`config.mk`:
```
export PLATFORM = sky130hd
export DESIGN_NAME = cec_error_confinement
export DESIGN_NICKNAME = d
export VERILOG_FILES = /design/src/cec_pkg.sv /design/src/cec_threshold.sv /design/src/cec_error_confinement.sv
export SDC_FILE = /design/constraint.sdc
export NUM_CORES = 1
export LEC_CHECK = 0
export BUFFER_PORTS_ARGS = -buffer_cell sky130_fd_sc_hd__buf_2
export CORE_ASPECT_RATIO = 0.75
export CORE_MARGIN = 2
export CORE_UTILIZATION = 40
export CTS_CLUSTER_SIZE = 14
export DETAILED_ROUTE_END_ITERATION = 7
export PLACE_DENSITY = 0.61
export SLEW_MARGIN = 10
export SYNTH_ARGS = -nofsm -noshare
export SYNTH_HDL_FRONTEND = slang
export SYNTH_HIERARCHICAL = 1
export SYNTH_SLANG_ARGS = --single-unit
```
`constraint.sdc`:
```
create_clock -name clk -period 4.1 [get_ports clk]
set_input_delay 0.82 -clock clk [delete_from_list [all_inputs] [get_ports clk]]
set_output_delay 0.82 -clock clk [all_outputs]
set_load 0.02 [all_outputs]
```
`src/cec_pkg.sv`:
```
// Shared constants and types for the CAN error confinement block
package cec_pkg;

    // Register addresses of the host register port
    localparam logic [7:0] CEC_ADDR_TX_COUNT = 8'h1c;
    localparam logic [7:0] CEC_ADDR_RX_COUNT = 8'h1d;
    localparam logic [7:0] CEC_ADDR_FLAGS    = 8'h2d;

    // Bit positions inside the error flag register
    localparam int CEC_BIT_OVR1    = 7;
    localparam int CEC_BIT_OVR0    = 6;
    localparam int CEC_BIT_BUS_OFF = 5;
    localparam int CEC_BIT_TX_PASV = 4;
    localparam int CEC_BIT_RX_PASV = 3;
    localparam int CEC_BIT_TX_WARN = 2;
    localparam int CEC_BIT_RX_WARN = 1;
    localparam int CEC_BIT_WARN    = 0;

    // Reset values
    localparam logic [8:0] CEC_TX_COUNT_RESET = 9'h000;
    localparam logic [7:0] CEC_RX_COUNT_RESET = 8'h00;
    localparam logic [7:0] CEC_FLAGS_RESET    = 8'h00;

    // Thresholds and recovery counts
    localparam logic [8:0] CEC_WARN_LIMIT    = 9'h060;
    localparam logic [8:0] CEC_PASSIVE_LIMIT = 9'h080;
    localparam logic [8:0] CEC_BUS_OFF_LIMIT = 9'h100;
    localparam logic [3:0] CEC_RUN_BITS      = 4'hb;
    localparam logic [7:0] CEC_RUN_COUNT     = 8'h80;

    // Error confinement states
    typedef enum logic [1:0] {
        CEC_ACTIVE,
        CEC_PASSIVE,
        CEC_BUS_OFF
    } cec_state_type;

    // Per-bit events from the protocol engine
    typedef struct packed {
        logic       bit_tick;      // One sampled bus bit
        logic       bit_value;     // Sampled level, 1 is recessive
        logic       tx_inc;        // Raise transmit count
        logic [3:0] tx_inc_amount;
        logic       tx_dec;        // Lower transmit count by one
        logic       rx_inc;        // Raise receive count
        logic [3:0] rx_inc_amount;
        logic       rx_dec;        // Lower receive count by one
        logic       error_seen;    // Error detected in current frame
    } cec_event_type;

    // Host register port request
    typedef struct packed {
        logic       write;
        logic       read;
        logic [7:0] addr;
        logic [7:0] wdata;
    } cec_host_req_type;

endpackage

```
`src/cec_threshold.sv`:
```
// Threshold compare of one error count against the limits
`timescale 1ns/1ps
module cec_threshold
    import cec_pkg::*;
(
    input  wire logic [8:0] count,
    output logic            warn,
    output logic            passive,
    output logic            bus_off
);

    // Limit compares
    assign warn    = count >= CEC_WARN_LIMIT;
    assign passive = count >= CEC_PASSIVE_LIMIT;
    assign bus_off = count >= CEC_BUS_OFF_LIMIT;

endmodule

```
`src/cec_error_confinement.sv`:
```
// CAN fault confinement: error counters, error states, flag register
`timescale 1ns/1ps
module cec_error_confinement
    import cec_pkg::*;
(
    input  wire logic             clk,
    input  wire logic             reset,
    input  wire cec_event_type    event_in,
    input  wire logic [1:0]       frame_accepted,
    input  wire logic [1:0]       buffer_full,
    input  wire cec_host_req_type host_req,
    output logic [7:0]            host_rdata_reg,
    output logic                  tx_enable_reg,
    output logic                  rx_enable_reg,
    output logic                  error_frame_dominant_reg,
    output logic                  error_frame_start_reg,
    output logic                  retransmit_req_reg,
    output cec_state_type         state_reg
);

    // Saturating add of an increment to a 9-bit count
    function automatic logic [8:0] sat_add(input logic [8:0] value, input logic [3:0] amount);
        logic [9:0] sum;
        sum = {1'b0, value} + {6'h00, amount};
        sat_add = sum[9] ? 9'h1ff : sum[8:0];
    endfunction

    // Decrement stopping at zero
    function automatic logic [8:0] sat_dec(input logic [8:0] value);
        sat_dec = (value == 9'h000) ? 9'h000 : value - 9'h001;
    endfunction

    logic [8:0]    tx_count_reg;
    logic [8:0]    tx_count_next;
    logic [7:0]    rx_count_reg;
    logic [7:0]    rx_count_next;
    logic [3:0]    run_bits_reg;
    logic [3:0]    run_bits_next;
    logic [7:0]    run_count_reg;
    logic [7:0]    run_count_next;
    logic [1:0]    overflow_reg;
    logic [1:0]    overflow_next;
    cec_state_type state_next;
    logic          tx_warn;
    logic          tx_pasv;
    logic          tx_off;
    logic          rx_warn;
    logic          rx_pasv;
    logic          rx_off_unused;
    logic          recovered;
    logic          run_done;
    logic [7:0]    flags_word;
    logic [7:0]    read_word;
    logic [8:0]    rx_wide_next;

    // Threshold compares for each counter
    cec_threshold u_tx_thr (
        .count   (tx_count_reg),
        .warn    (tx_warn),
        .passive (tx_pasv),
        .bus_off (tx_off)
    );

    cec_threshold u_rx_thr (
        .count   ({1'b0, rx_count_reg}),
        .warn    (rx_warn),
        .passive (rx_pasv),
        .bus_off (rx_off_unused)
    );

    // Recessive run counting while bus-off
    assign run_done       = event_in.bit_tick && event_in.bit_value && (run_bits_reg == CEC_RUN_BITS - 4'h1);
    assign recovered      = (state_reg == CEC_BUS_OFF) && run_done
                            && (run_count_reg == CEC_RUN_COUNT - 8'h01);
    assign run_bits_next  = (state_reg != CEC_BUS_OFF) ? 4'h0 :
                            !event_in.bit_tick ? run_bits_reg :
                            !event_in.bit_value ? 4'h0 :
                            run_done ? 4'h0 : run_bits_reg + 4'h1;
    assign run_count_next = (state_reg != CEC_BUS_OFF || recovered) ? 8'h00 :
                            run_done ? run_count_reg + 8'h01 : run_count_reg;

    // Counter updates; frozen in bus-off, cleared on recovery
    assign tx_count_next = recovered ? CEC_TX_COUNT_RESET :
                           (state_reg == CEC_BUS_OFF) ? tx_count_reg :
                           event_in.tx_inc ? sat_add(tx_count_reg, event_in.tx_inc_amount) :
                           event_in.tx_dec ? sat_dec(tx_count_reg) : tx_count_reg;
    assign rx_wide_next  = event_in.rx_inc ? sat_add({1'b0, rx_count_reg}, event_in.rx_inc_amount) :
                           event_in.rx_dec ? sat_dec({1'b0, rx_count_reg}) : {1'b0, rx_count_reg};
    assign rx_count_next = recovered ? CEC_RX_COUNT_RESET :
                           (state_reg == CEC_BUS_OFF) ? rx_count_reg :
                           rx_wide_next[8] ? 8'hff : rx_wide_next[7:0];

    // State from counter levels
    assign state_next = recovered ? CEC_ACTIVE :
                        (state_reg == CEC_BUS_OFF) ? CEC_BUS_OFF :
                        tx_off ? CEC_BUS_OFF :
                        (tx_pasv || rx_pasv) ? CEC_PASSIVE :
                        CEC_ACTIVE;

    // Overflow flags: set wins over host clear
    assign overflow_next = (overflow_reg & ~((host_req.write && host_req.addr == CEC_ADDR_FLAGS)
                            ? ~host_req.wdata[CEC_BIT_OVR1:CEC_BIT_OVR0] : 2'b00))
                           | (frame_accepted & buffer_full & {2{state_reg != CEC_BUS_OFF}});

    // Flag register image
    assign flags_word = {overflow_reg,
                         state_reg == CEC_BUS_OFF,
                         tx_pasv,
                         rx_pasv,
                         tx_warn,
                         rx_warn,
                         tx_warn || rx_warn};

    // Read multiplexer; unmapped addresses read zero
    assign read_word = (host_req.addr == CEC_ADDR_TX_COUNT) ? (tx_off ? 8'hff : tx_count_reg[7:0]) :
                       (host_req.addr == CEC_ADDR_RX_COUNT) ? rx_count_reg :
                       (host_req.addr == CEC_ADDR_FLAGS) ? flags_word : 8'h00;

    // Core state registers
    always_ff @(posedge clk or posedge reset)
    begin
        if (reset)
        begin
            tx_count_reg  <= CEC_TX_COUNT_RESET;
            rx_count_reg  <= CEC_RX_COUNT_RESET;
            run_bits_reg  <= 4'h0;
            run_count_reg <= 8'h00;
            overflow_reg  <= 2'b00;
            state_reg     <= CEC_ACTIVE;
        end
        else
        begin
            tx_count_reg  <= tx_count_next;
            rx_count_reg  <= rx_count_next;
            run_bits_reg  <= run_bits_next;
            run_count_reg <= run_count_next;
            overflow_reg  <= overflow_next;
            state_reg     <= state_next;
        end
    end

    // Protocol engine controls and host read data
    always_ff @(posedge clk or posedge reset)
    begin
        if (reset)
        begin
            host_rdata_reg           <= CEC_FLAGS_RESET;
            tx_enable_reg            <= 1'b1;
            rx_enable_reg            <= 1'b1;
            error_frame_dominant_reg <= 1'b1;
            error_frame_start_reg    <= 1'b0;
            retransmit_req_reg       <= 1'b0;
        end
        else
        begin
            host_rdata_reg           <= host_req.read ? read_word : host_rdata_reg;
            tx_enable_reg            <= state_next != CEC_BUS_OFF;
            rx_enable_reg            <= state_next != CEC_BUS_OFF;
            error_frame_dominant_reg <= state_next == CEC_ACTIVE;
            error_frame_start_reg    <= event_in.error_seen && state_reg != CEC_BUS_OFF;
            retransmit_req_reg       <= event_in.error_seen && state_reg != CEC_BUS_OFF;
        end
    end

    // Checks on the confinement states
    a_active_state: assert property (@(posedge clk) disable iff (reset)
        (state_reg != CEC_BUS_OFF && !tx_pasv && !rx_pasv && !tx_off) |=> state_reg == CEC_ACTIVE)
        else $error("active state not kept below passive limit");
    a_passive_state: assert property (@(posedge clk) disable iff (reset)
        (state_reg != CEC_BUS_OFF && !tx_off && (tx_pasv || rx_pasv)) |=> state_reg == CEC_PASSIVE)
        else $error("passive state not entered");
    a_bus_off_entry: assert property (@(posedge clk) disable iff (reset)
        (state_reg != CEC_BUS_OFF && tx_off) |=> state_reg == CEC_BUS_OFF)
        else $error("bus-off not entered at limit");
    a_bus_off_hold: assert property (@(posedge clk) disable iff (reset)
        (state_reg == CEC_BUS_OFF && !recovered) |=> state_reg == CEC_BUS_OFF)
        else $error("bus-off left without recovery");
    a_count_frozen: assert property (@(posedge clk) disable iff (reset)
        (state_reg == CEC_BUS_OFF && !recovered) |=> ($stable(tx_count_reg) && $stable(rx_count_reg)))
        else $error("counts moved while bus-off");

    // Checks on bus-off recovery
    a_recover_clear: assert property (@(posedge clk) disable iff (reset)
        recovered |=> (state_reg == CEC_ACTIVE && tx_count_reg == 9'h000 && rx_count_reg == 8'h00))
        else $error("recovery did not restore active and clear counts");
    a_recover_entry: assert property (@(posedge clk) disable iff (reset)
        (state_reg == CEC_BUS_OFF && run_count_reg == 8'h7f && run_bits_reg == 4'ha
         && event_in.bit_tick && event_in.bit_value) |=> state_reg == CEC_ACTIVE)
        else $error("last recessive run did not recover");
    a_recover_flag: assert property (@(posedge clk) disable iff (reset)
        recovered |=> !flags_word[CEC_BIT_BUS_OFF])
        else $error("bus-off flag kept after recovery");
    a_run_reset: assert property (@(posedge clk) disable iff (reset)
        (state_reg == CEC_BUS_OFF && event_in.bit_tick && !event_in.bit_value) |=> run_bits_reg == 4'h0)
        else $error("dominant bit did not restart the run");
    a_run_advance: assert property (@(posedge clk) disable iff (reset)
        (state_reg == CEC_BUS_OFF && run_done && !recovered) |=> run_count_reg == $past(run_count_reg) + 8'h01)
        else $error("completed run not counted");
    a_run_idle: assert property (@(posedge clk) disable iff (reset)
        (state_reg != CEC_BUS_OFF) |=> (run_bits_reg == 4'h0 && run_count_reg == 8'h00))
        else $error("run counters busy outside bus-off");

    // Checks on traffic and error frames
    a_frame_polarity: assert property (@(posedge clk) disable iff (reset)
        error_frame_dominant_reg == (state_reg == CEC_ACTIVE))
        else $error("error frame polarity wrong for state");
    a_active_transmit: assert property (@(posedge clk) disable iff (reset)
        (state_reg == CEC_ACTIVE) |-> (tx_enable_reg && rx_enable_reg))
        else $error("traffic blocked while active");
    a_passive_frames: assert property (@(posedge clk) disable iff (reset)
        (state_reg == CEC_PASSIVE && $past(state_reg) == CEC_PASSIVE) |-> !error_frame_dominant_reg)
        else $error("dominant error frame while passive");
    a_passive_transmit: assert property (@(posedge clk) disable iff (reset)
        (state_reg == CEC_PASSIVE) |-> (tx_enable_reg && !error_frame_dominant_reg))
        else $error("passive state blocks sending or sends dominant frames");
    a_bus_off_quiet: assert property (@(posedge clk) disable iff (reset)
        (state_reg == CEC_BUS_OFF && $past(state_reg) == CEC_BUS_OFF) |-> (!tx_enable_reg && !rx_enable_reg))
        else $error("traffic enabled in bus-off");
    a_tx_enable_follow: assert property (@(posedge clk) disable iff (reset)
        tx_enable_reg == (state_reg != CEC_BUS_OFF))
        else $error("transmit enable out of step with state");
    a_rx_enable_follow: assert property (@(posedge clk) disable iff (reset)
        rx_enable_reg == (state_reg != CEC_BUS_OFF))
        else $error("receive enable out of step with state");
    a_error_quiet: assert property (@(posedge clk) disable iff (reset)
        (event_in.error_seen && state_reg == CEC_BUS_OFF) |=> !(error_frame_start_reg || retransmit_req_reg))
        else $error("error frame sent while bus-off");
    a_overflow_off: assert property (@(posedge clk) disable iff (reset)
        (!overflow_reg[0] && state_reg == CEC_BUS_OFF) |=> !overflow_reg[0])
        else $error("frame accepted while bus-off");
    a_error_retry: assert property (@(posedge clk) disable iff (reset)
        (event_in.error_seen && state_reg != CEC_BUS_OFF) |=> (error_frame_start_reg && retransmit_req_reg))
        else $error("error did not start error frame and retry");
    a_error_pair: assert property (@(posedge clk) disable iff (reset)
        error_frame_start_reg == retransmit_req_reg)
        else $error("error frame and retry not paired");
    a_error_single: assert property (@(posedge clk) disable iff (reset)
        !event_in.error_seen |=> !error_frame_start_reg)
        else $error("error frame without detected error");

    // Checks on host reads and counting
    a_read_count: assert property (@(posedge clk) disable iff (reset)
        (host_req.read && host_req.addr == CEC_ADDR_RX_COUNT) |=> host_rdata_reg == $past(rx_count_reg))
        else $error("receive count read wrong");
    a_read_tx_count: assert property (@(posedge clk) disable iff (reset)
        (host_req.read && host_req.addr == CEC_ADDR_TX_COUNT)
        |=> host_rdata_reg == (($past(tx_count_reg) >= 9'h100) ? 8'hff : $past(tx_count_reg[7:0])))
        else $error("transmit count read wrong");
    a_read_hold: assert property (@(posedge clk) disable iff (reset)
        !host_req.read |=> $stable(host_rdata_reg))
        else $error("read data changed without read");
    a_unmapped_zero: assert property (@(posedge clk) disable iff (reset)
        (host_req.read && host_req.addr != CEC_ADDR_TX_COUNT && host_req.addr != CEC_ADDR_RX_COUNT
         && host_req.addr != CEC_ADDR_FLAGS) |=> host_rdata_reg == 8'h00)
        else $error("unmapped address not read as zero");
    a_tx_floor: assert property (@(posedge clk) disable iff (reset)
        (tx_count_reg == 9'h000 && event_in.tx_dec && !event_in.tx_inc) |=> tx_count_reg == 9'h000)
        else $error("transmit count wrapped below zero");
    a_rx_floor: assert property (@(posedge clk) disable iff (reset)
        (rx_count_reg == 8'h00 && event_in.rx_dec && !event_in.rx_inc) |=> rx_count_reg == 8'h00)
        else $error("receive count wrapped below zero");
    a_tx_limit: assert property (@(posedge clk) disable iff (reset)
        (state_reg != CEC_BUS_OFF && tx_count_reg == 9'h0ff && event_in.tx_inc && event_in.tx_inc_amount != 4'h0)
        |=> tx_count_reg >= 9'h100)
        else $error("transmit count did not reach bus-off limit");

    // Checks on the flag register bits
    a_warn_flag: assert property (@(posedge clk) disable iff (reset)
        flags_word[CEC_BIT_WARN] == (tx_count_reg >= 9'h060 || rx_count_reg >= 8'h60))
        else $error("combined warning wrong");
    a_tx_passive_bit: assert property (@(posedge clk) disable iff (reset)
        flags_word[CEC_BIT_TX_PASV] == (tx_count_reg >= 9'h080))
        else $error("transmit passive bit wrong");
    a_rx_passive_bit: assert property (@(posedge clk) disable iff (reset)
        flags_word[CEC_BIT_RX_PASV] == (rx_count_reg >= 8'h80))
        else $error("receive passive bit wrong");
    a_tx_warn_bit: assert property (@(posedge clk) disable iff (reset)
        flags_word[CEC_BIT_TX_WARN] == (tx_count_reg >= 9'h060))
        else $error("transmit warning bit wrong");
    a_rx_warn_bit: assert property (@(posedge clk) disable iff (reset)
        flags_word[CEC_BIT_RX_WARN] == (rx_count_reg >= 8'h60))
        else $error("receive warning bit wrong");
    a_bus_off_bit: assert property (@(posedge clk) disable iff (reset)
        (tx_count_reg >= 9'h100 && !recovered) |=> flags_word[CEC_BIT_BUS_OFF])
        else $error("bus-off bit not set at limit");

    // Checks on the overflow flags
    a_overflow_set: assert property (@(posedge clk) disable iff (reset)
        (frame_accepted[0] && buffer_full[0] && state_reg != CEC_BUS_OFF) |=> overflow_reg[0])
        else $error("overflow not set");
    a_overflow_set1: assert property (@(posedge clk) disable iff (reset)
        (frame_accepted[1] && buffer_full[1] && state_reg != CEC_BUS_OFF) |=> overflow_reg[1])
        else $error("second overflow not set");
    a_overflow_hold: assert property (@(posedge clk) disable iff (reset)
        (overflow_reg[1] && !(host_req.write && host_req.addr == CEC_ADDR_FLAGS)) |=> overflow_reg[1])
        else $error("overflow cleared without host");
    a_overflow_hold0: assert property (@(posedge clk) disable iff (reset)
        (overflow_reg[0] && !(host_req.write && host_req.addr == CEC_ADDR_FLAGS)) |=> overflow_reg[0])
        else $error("first overflow cleared without host");
    a_overflow_clear: assert property (@(posedge clk) disable iff (reset)
        (host_req.write && host_req.addr == CEC_ADDR_FLAGS && !host_req.wdata[CEC_BIT_OVR0]
         && !(frame_accepted[0] && buffer_full[0])) |=> !overflow_reg[0])
        else $error("host clear of overflow ignored");

endmodule

```
Word-level counts from Yosys, hierarchy flattened
Cells that the tools add are included.
- input bits: 39
- output and inout bits: 15
- register bits: 44
- word-level logic and storage cells: 82
- reductions and logical operators: 18
- bitwise logic cells: 6
- $add $sub $neg: 6
- equality and inequality tests: 9
- order comparisons: 5
- multiplexer cells: 28
- operators with widths (operator ; number):
    $mux 9 ; 10
    $mux 8 ; 9
    $eq 8x5->1 const B ; 2
    $mux 4 ; 4
    $add 9x4->10 ; 1
    $add 8x4->9 ; 1
    $ge 9x7->1 const B ; 1
    $ge 9x8->1 const B ; 1
    $ge 9x9->1 const B ; 1
    $logic_not 9->1 ; 1
    $sub 8x1->9 const B ; 1
    $sub 9x1->9 const B ; 1
    $add 8x1->8 const B ; 1
    $eq 8x6->1 const B ; 1
    $eq 8x7->1 const B ; 1
    $ge 8x7->1 const B ; 1
    $ge 8x8->1 const B ; 1
    $logic_not 8->1 ; 1
    $mux 2 ; 4
    $and 2x2->2 ; 3
    $logic_and 1x1->1 ; 6
    $ne 2x2->1 const B ; 3
    $add 4x1->4 const B ; 1
    $eq 4x4->1 const B ; 1
    other kinds (10) ; 15

Depth between registers and ports, before layout
Gate-level depths: netlist of the first run.
- word-level depth: 7
- gate-level depth with buffers: 8
- mapped depth without buffers: 8

By module
The synthesis of the first run kept the hierarchy.
- by module, submodules not included (module ; area each (sq um) ; instances ; sequential area each (sq um) ; cells an instance):
    cec_error_confinement ; 3154.3 ; 1 ; 1103.6 ; 360
    cec_threshold ; 18.8 ; 2 ; 0.0 ; 3

Worst setup path before layout of the first run
No wires, ideal clock.
- path type: input-to-reg
- from: input event_in[9] (netlist bit)
- to: register tx_count_reg[5]
- arrival time: 2.336 ns
- path slack: 1.638 ns
- stages on the path: 6
- data required time: 3.974 ns
- buffers on the path: 0
- library setup time: 0.126 ns
- cells stage by stage: ha_1 a211oi_2 o21ai_1 a31oi_1 o21ai_0 a221o_1
- cells in the longest elaborated chain, start to end: 5
- RTL lines (item ; line ; source):
    from (decl) ; cec_error_confinement.sv:8 ; input wire cec_event_type event_in,
    $add 9x4->10 ; cec_error_confinement.sv:24 ; sum = {1'b0, value} + {6'h00, amount};
    $mux 9 ; cec_error_confinement.sv:25 ; sat_add = sum[9] ? 9'h1ff : sum[8:0];
    $mux 9 ; cec_error_confinement.sv:85 ; event_in.tx_inc ? sat_add(tx_count_reg, event_in.tx_inc_amount) :
    $mux 9 ; cec_error_confinement.sv:84 ; (state_reg == CEC_BUS_OFF) ? tx_count_reg :
    $mux 9 ; cec_error_confinement.sv:83 ; assign tx_count_next = recovered ? CEC_TX_COUNT_RESET :
    to (signal assigned) ; cec_error_confinement.sv:133 ; tx_count_reg <= tx_count_next;
    to (decl) ; cec_error_confinement.sv:33 ; logic [8:0] tx_count_reg;
Every way passes these cells. The select of a mux whose other input is x is not followed.
A chain may end at the register's enable or synchronous reset.

Final worst setup path of the first run
- from: input event_in[2] (netlist bit)
- to: register rx_count_reg[2]
- cells in the longest elaborated chain, start to end: 6
- elaborated cells on any way between the ends: 8
- classes of those cells: add/sub (1); mux (5); reduce/logical (2)
- RTL lines (item ; line ; source):
    $add 8x4->9 (*) ; cec_error_confinement.sv:24 ;
    $mux 9 (*) ; cec_error_confinement.sv:25 ;
    $mux 9 (*) ; cec_error_confinement.sv:87 ; assign rx_wide_next = event_in.rx_inc ? sat_add({1'b0, rx_count_reg}, event_in.rx_inc_amount) :
    $mux 8 ; cec_error_confinement.sv:91 ; rx_wide_next[8] ? 8'hff : rx_wide_next[7:0];
    $mux 8 ; cec_error_confinement.sv:90 ; (state_reg == CEC_BUS_OFF) ? rx_count_reg :
    $mux 8 ; cec_error_confinement.sv:89 ; assign rx_count_next = recovered ? CEC_RX_COUNT_RESET :
    to (signal assigned) ; cec_error_confinement.sv:134 ; rx_count_reg <= rx_count_next;
    to (decl) ; cec_error_confinement.sv:35 ; logic [7:0] rx_count_reg;
Every way passes the cells marked *; elsewhere a longest branch is shown, timed or not. The select of a mux whose other input is x is not followed.

==> flow_summary_export.csv, run 1 <==
group,metric,value,unit
worst_setup_path,timing.rr.start,"rx_count_reg[0]",
timing,finalSetupTns,0,ns
cells_and_area,finalCoreUtilization,45.8,%
clocking,cts_resized,0,
detailed_routing,drc_errors,0,
pwr,power_frac_seq,37.5,%
cells_and_area,largest_register_ffs,9,
worst_setup_path,path_class,"input pin to register",
pwr,p_leak,1.51,nW
timing,rsz0062_at_grt,"false",
pwr,power.switching,0.960,mW
timing,tightest_slew,0.944,ns
detailed_routing,ant_nets,0,
worst_setup_path,worstPathArrival,2.60,ns
cells_and_area,layout-drive-gt1-share,19.5,%
clocking,ctsHoldBuffers,0,
timing,setup_viol,0,
cells_and_area,fin_nets,459,
global_routing,track_usage,19.3,%
timing,min_period_over_period,59.0,%
clocking,clock_path_buffers,2,
cells_and_area,layout.cells.non_filler,511,
worst_setup_path,cp-startpoint,"event_in[2]",
global_routing,grt_remaining_overflow,0,
pwr,clkPwrFrac,12.9,%
pwr,swShare,46.9,%
floorplan,num_rows,28,
synth,yosysWarnings,6,
timing,hold_violations,0,
cells_and_area,seq_area,1100,sq um
synth,synth_area,3190,sq um
worst_setup_path,rrSetupSlack,1.82,ns
clocking,clk-insertion-delay-late,0.30,ns
detailed_routing,routed_wl,7.92,mm
floorplan,die_h,81.3,um
place,io_buffers,47,
pwr,power.density,573,nW/um^2
outcome,status,"complete, no violations",
floorplan,pin_count,54,
pwr,power.total,2.05,mW
cells_and_area,multi_input_area,1940,sq um
detailed_routing,viasPerCell,5.87,
global_routing,grt_pass1_vias,2758,
cells_and_area,area_growth,12.2,%
worst_setup_path,required,4.29,ns
worst_setup_path,start_kind,"input pin",
global_routing,antenna_found_initial,0,
floorplan,die_area,8710,sq um
place,gp_congestion,0.902,
synth,synth_area_per_cell,8.73,sq um
worst_setup_path,r2r-end,"rx_count_reg[2]",
cells_and_area,antennaDiodeCount,0,
clocking,numClockSinks,44,
pwr,vdd_drop_max,0.196,mV
detailed_routing,drtIter0Drc,296,
place,placed_cells,503,
timing,timing.final.crit_period,2.42,ns
clocking,clkTransAtPathRegs,0.08,ns
run,max_cap_viol_count,0,
timing,fin_worst_skew,0.0115,ns
pwr,combPwrFrac,49.6,%
clocking,cts-root-buf,"clkbuf_8",
cells_and_area,n_fill_cell,757,
timing,slew_violations,0,
timing,max_freq,414,MHz
global_routing,grt_max_degree,45,
pwr,intPower,1.09,mW
clocking,tritoncts,"yes",
worst_setup_path,endpoint,"rx_count_reg[2]",
detailed_routing,drtPass1Iterations,5,
worst_setup_path,crit_path_end_kind,"register",
worst_setup_path,path_max_fanout,5,
floorplan,floorplan.initialDensity,40.8,%
synth,syn_inst,365,
timing,max_slew_margin,37.0,%
floorplan,coreArea,7810,sq um
detailed_routing,avgRoutedWirePerCell,15.5,um
worst_setup_path,r2r_cells,6,
global_routing,grt_pass1_wl,13.4,mm
detailed_routing,via_count,3000,
floorplan,die_w,107,um
hold_path,hold_class,"register to register",
clocking,post_cts.repair.setup_buffers,0,
clocking,h-tree-depth,2,
place,dp_hpwl,5.83,mm
clocking,cts_buffers,5,
[power groups by stage]
stage / clock (mW) / combinational [mW] / sequential [mW]
final: 0.264 / 1.01 / 0.769
after global placement: 0 / 0.994 / 0.771
after detailed placement: 0 / 1.01 / 0.773
after floorplan: 0 / 0.828 / 0.686
after global routing: 0.295 / 1.14 / 0.796
after CTS: 0.279 / 1.01 / 0.765
[worst min-delay path by stage]
stage	cells after the start	startpoint	endpoint	slack (ns)
finish	1	host_rdata_reg[5]	host_rdata_reg[5]	0.49
global route	1	host_rdata_reg[3]	host_rdata_reg[3]	0.52
CTS	1	host_rdata_reg[5]	host_rdata_reg[5]	0.49
detailed placement	1	host_rdata_reg[5]	host_rdata_reg[5]	0.47
global placement	1	host_rdata_reg[4]	host_rdata_reg[4]	0.46
floorplan	2	overflow_reg[0]	overflow_reg[0]	0.46
[critical path, stage by stage]
cell,delay [ns]
buf_2,0.10
ha_1,0.22
fa_1,0.44
a21o_1,0.18
a21oi_1,0.35
o21ai_0,0.14
a221o_1,0.35
[metrics by stage]
step	setup slack [ns]	cell area (sq um)	hold slack [ns]
floorplan	1.64	3190	0.463
global placement	1.40	3490	0.461
detailed placement	1.37	3490	0.468
CTS	1.70	3580	0.486
global route	1.63	3580	0.518
finish	1.68	3580	0.490
[metal layers]
metal	global-route usage (%)	up-vias	part of all wire, %
met5	0	-	0
met4	5.19	0	1.3
met3	3.53	13	6.9
met2	30.3	105	45
met1	27.4	1430	47
li1	-	1452	-
[layout by cell type, fill, tap and decap left out, drive strengths merged, types with 3 or more instances in the layout]
cell and count:
nand2b 6, nor2b 6, a31o 3, o21ai 37, nor3b 4, or2 4
a21o 6, o22ai 8, o21a 6, nand2 23, o211ai 5, nand4 10
nor4 4, xnor2 5, nor4b 3, dfrtp 42, nand3 10, nor3 4
and2 4, mux2 5, a21oi 26, nor2 26, a32oi 5, or3 4
inv 20, or4 3, xor2 5, a31oi 4, buf 48, a211oi 9
clkbuf 7, a211o 4, ha 13
[area by class of cell]
cell class | instances | share of cell area (%)
clock buffers | 7 | 2.13
repair buffers | 48 | 6.79
well taps | 105 | 3.67
clock inverters | 1 | 0.140
inverters | 20 | 2.10
multi-input cells | 286 | 54.3
flip-flops and latches | 44 | 30.9
Power figures use the tool's default switching activity.
==> run 2: changes to the inputs <==
- PLACE_DENSITY: 0.61 -> 0.63
- clock period: 4.1 -> 2.1 ns (I/O delays scaled with it)
==> flow_summary_export.csv, run 2 (synthesis results as in run 1) <==
group,metric,value,unit
timing,hold_violations,0,
global_routing,grt_pass1_wl,13.9,mm
timing,tightest_slew,0.604,ns
worst_setup_path,path_class,"register to register",
worst_setup_path,start_kind,"register",
pwr,intPower,2.43,mW
outcome,status,"complete, no violations",
timing,max_slew_margin,59.3,%
timing,min_period_over_period,97.0,%
cells_and_area,multi_input_area,1980,sq um
pwr,combPwrFrac,56.9,%
run,max_cap_viol_count,0,
clocking,tritoncts,"yes",
global_routing,antenna_found_initial,0,
timing,timing.hold.ws,0.146,ns
place,io_buffers,47,
detailed_routing,drtPass1Iterations,5,
clocking,h-tree-depth,2,
global_routing,grt_max_degree,25,
detailed_routing,drtIter0Drc,247,
cells_and_area,largest_register_ffs,9,
floorplan,pin_count,54,
timing,max_freq,491,MHz
worst_setup_path,crit_path_end_kind,"register",
cells_and_area,fin_nets,492,
global_routing,grt_pass1_vias,2843,
pwr,power_frac_seq,30.9,%
clocking,clkTransAtPathRegs,0.09,ns
worst_setup_path,critPathSlowestCell,"dfrtp_1",
floorplan,die_area,8710,sq um
cells_and_area,fin_area,3880,sq um
cells_and_area,layout-drive-gt1-share,27.8,%
worst_setup_path,worst_path_most_repeated_cell,"buf_4",
place,gp_congestion,0.908,
pwr,swShare,45.4,%
clocking,cts_buffers,5,
floorplan,die_h,81.3,um
clocking,clock_path_buffers,2,
floorplan,coreArea,7810,sq um
detailed_routing,viasPerCell,5.68,
cells_and_area,seq_area,1100,sq um
clocking,ctsHoldBuffers,0,
global_routing,track_usage,20.1,%
worst_setup_path,worstPathArrival,2.23,ns
worst_setup_path,path_max_fanout,7,
worst_setup_path,slowest_delay,0.40,ns
pwr,power.switching,2.02,mW
cells_and_area,n_fill_cell,727,
cells_and_area,mostFrequentLayoutCells,"47 x buf_2, 42 x dfrtp_1, 33 x buf_4",
cells_and_area,antennaDiodeCount,0,
floorplan,floorplan.initialDensity,40.8,%
detailed_routing,via_count,3090,
detailed_routing,drc_errors,0,
cells_and_area,layout_commonest_cell,"buf_2",
place,placed_area,3740,sq um
detailed_routing,avgRoutedWirePerCell,15.4,um
clocking,clk-insertion-delay-late,0.30,ns
pwr,p_leak,1.67,nW
worst_setup_path,cp_cell_sequence,"buf_4 -> ha_1 -> a211oi_2 -> o21ai_2 -> a31oi_2 -> buf_4 -> nand2_1 -> a32o_1",
place,dp_hpwl,6.40,mm
timing,slew_violations,0,
timing,setup_viol,0,
global_routing,grt_remaining_overflow,0,
pwr,power.density,1150,nW/um^2
clocking,cts-root-buf,"clkbuf_8",
timing,fin_worst_skew,0.0148,ns
floorplan,num_rows,28,
timing,timing.final.crit_period,2.04,ns
worst_setup_path,required,2.30,ns
detailed_routing,ant_nets,0,
pwr,clkPwrFrac,12.2,%
cells_and_area,area_growth,21.6,%
clocking,numClockSinks,44,
pwr,vdd_drop_max,0.454,mV
floorplan,die_w,107,um
hold_path,hold_class,"input pin to asynchronous set/reset pin",
detailed_routing,routed_wl,8.40,mm
## run 2: cell count changes in the layout (fill, tap and decap cells not counted), sizes merged
cell      change
clkbuf        -1
clkinvlp      +1
buf          +33
## run 2: power groups by stage
stage	Combinational [mW]	Sequential, mW	Clock (mW)
2_1_floorplan	1.62	1.34	0
3_3_place_gp	2.39	1.38	0
3_5_place_dp	2.43	1.38	0
4_1_cts	2.44	1.36	0.556
5_1_grt	2.79	1.42	0.589
6_report	2.53	1.37	0.542
## run 2: final cells by class
| class | instances | share of cell area, % |
|---|---|---|
| repair buffers | 81 | 13.0 |
| well taps | 105 | 3.39 |
| inverters | 20 | 1.94 |
| clock inverters | 2 | 0.323 |
| clock buffers | 6 | 1.87 |
| flip-flops and latches | 44 | 28.5 |
| multi-input cells | 286 | 51.0 |
## run 2: critical path: cells and delay by family (launching register included)
family,cells,cell delay (ns)
AOI/OAI and AO/OA,4,0.82
adders and majority gates,1,0.29
DFF,1,0.40
buffers and inverters,2,0.35
and+or+nand+nor,1,0.07
## run 2: worst paths after layout
check                                  start                  endpoint  slack [ns]  depth (start not counted)
max                          tx_count_reg[1]           tx_count_reg[1]        0.06                          8
min                                    reset           tx_count_reg[7]        0.15                          2
max reg2reg                  tx_count_reg[1]           tx_count_reg[1]        0.06                          8
min reg2reg                host_rdata_reg[4]         host_rdata_reg[4]        0.48                          1
max in group asynchronous              reset  error_frame_dominant_reg        1.38                          3
min in group clk                 event_in[0]     error_frame_start_reg        0.32                          2
## run 2: layer usage
layer | up-vias | wire [um] | GRT usage (%)
li1 | 1515 | - | -
met1 | 1469 | 4040 | 29.0
met2 | 97 | 3720 | 31.7
met3 | 9 | 553 | 3.05
met4 | 0 | 85 | 4.94
met5 | - | 0 | 0
## run 2: timing repair
action | CTS | global route
endpoints found under the hold margin | 0 | 0
endpoints found under the setup margin | 0 | 14
setup buffers | 0 | 2
resized for setup | 0 | 11
## run 2: per-stage QoR
step	total power, mW	setup TNS, ns	std cells	util [%]	setup slack [ns]
after global placement	3.76	-0.298	534	47.9	-0.0776
after global routing	4.79	-0.0570	544	49.6	-0.0241
after floorplan	2.96	0	366	-	0.0379
after detailed placement	3.81	-0.550	534	47.9	-0.116
after CTS	4.36	0	542	49.0	0.0270
final	4.45	0	544	49.6	0.0631
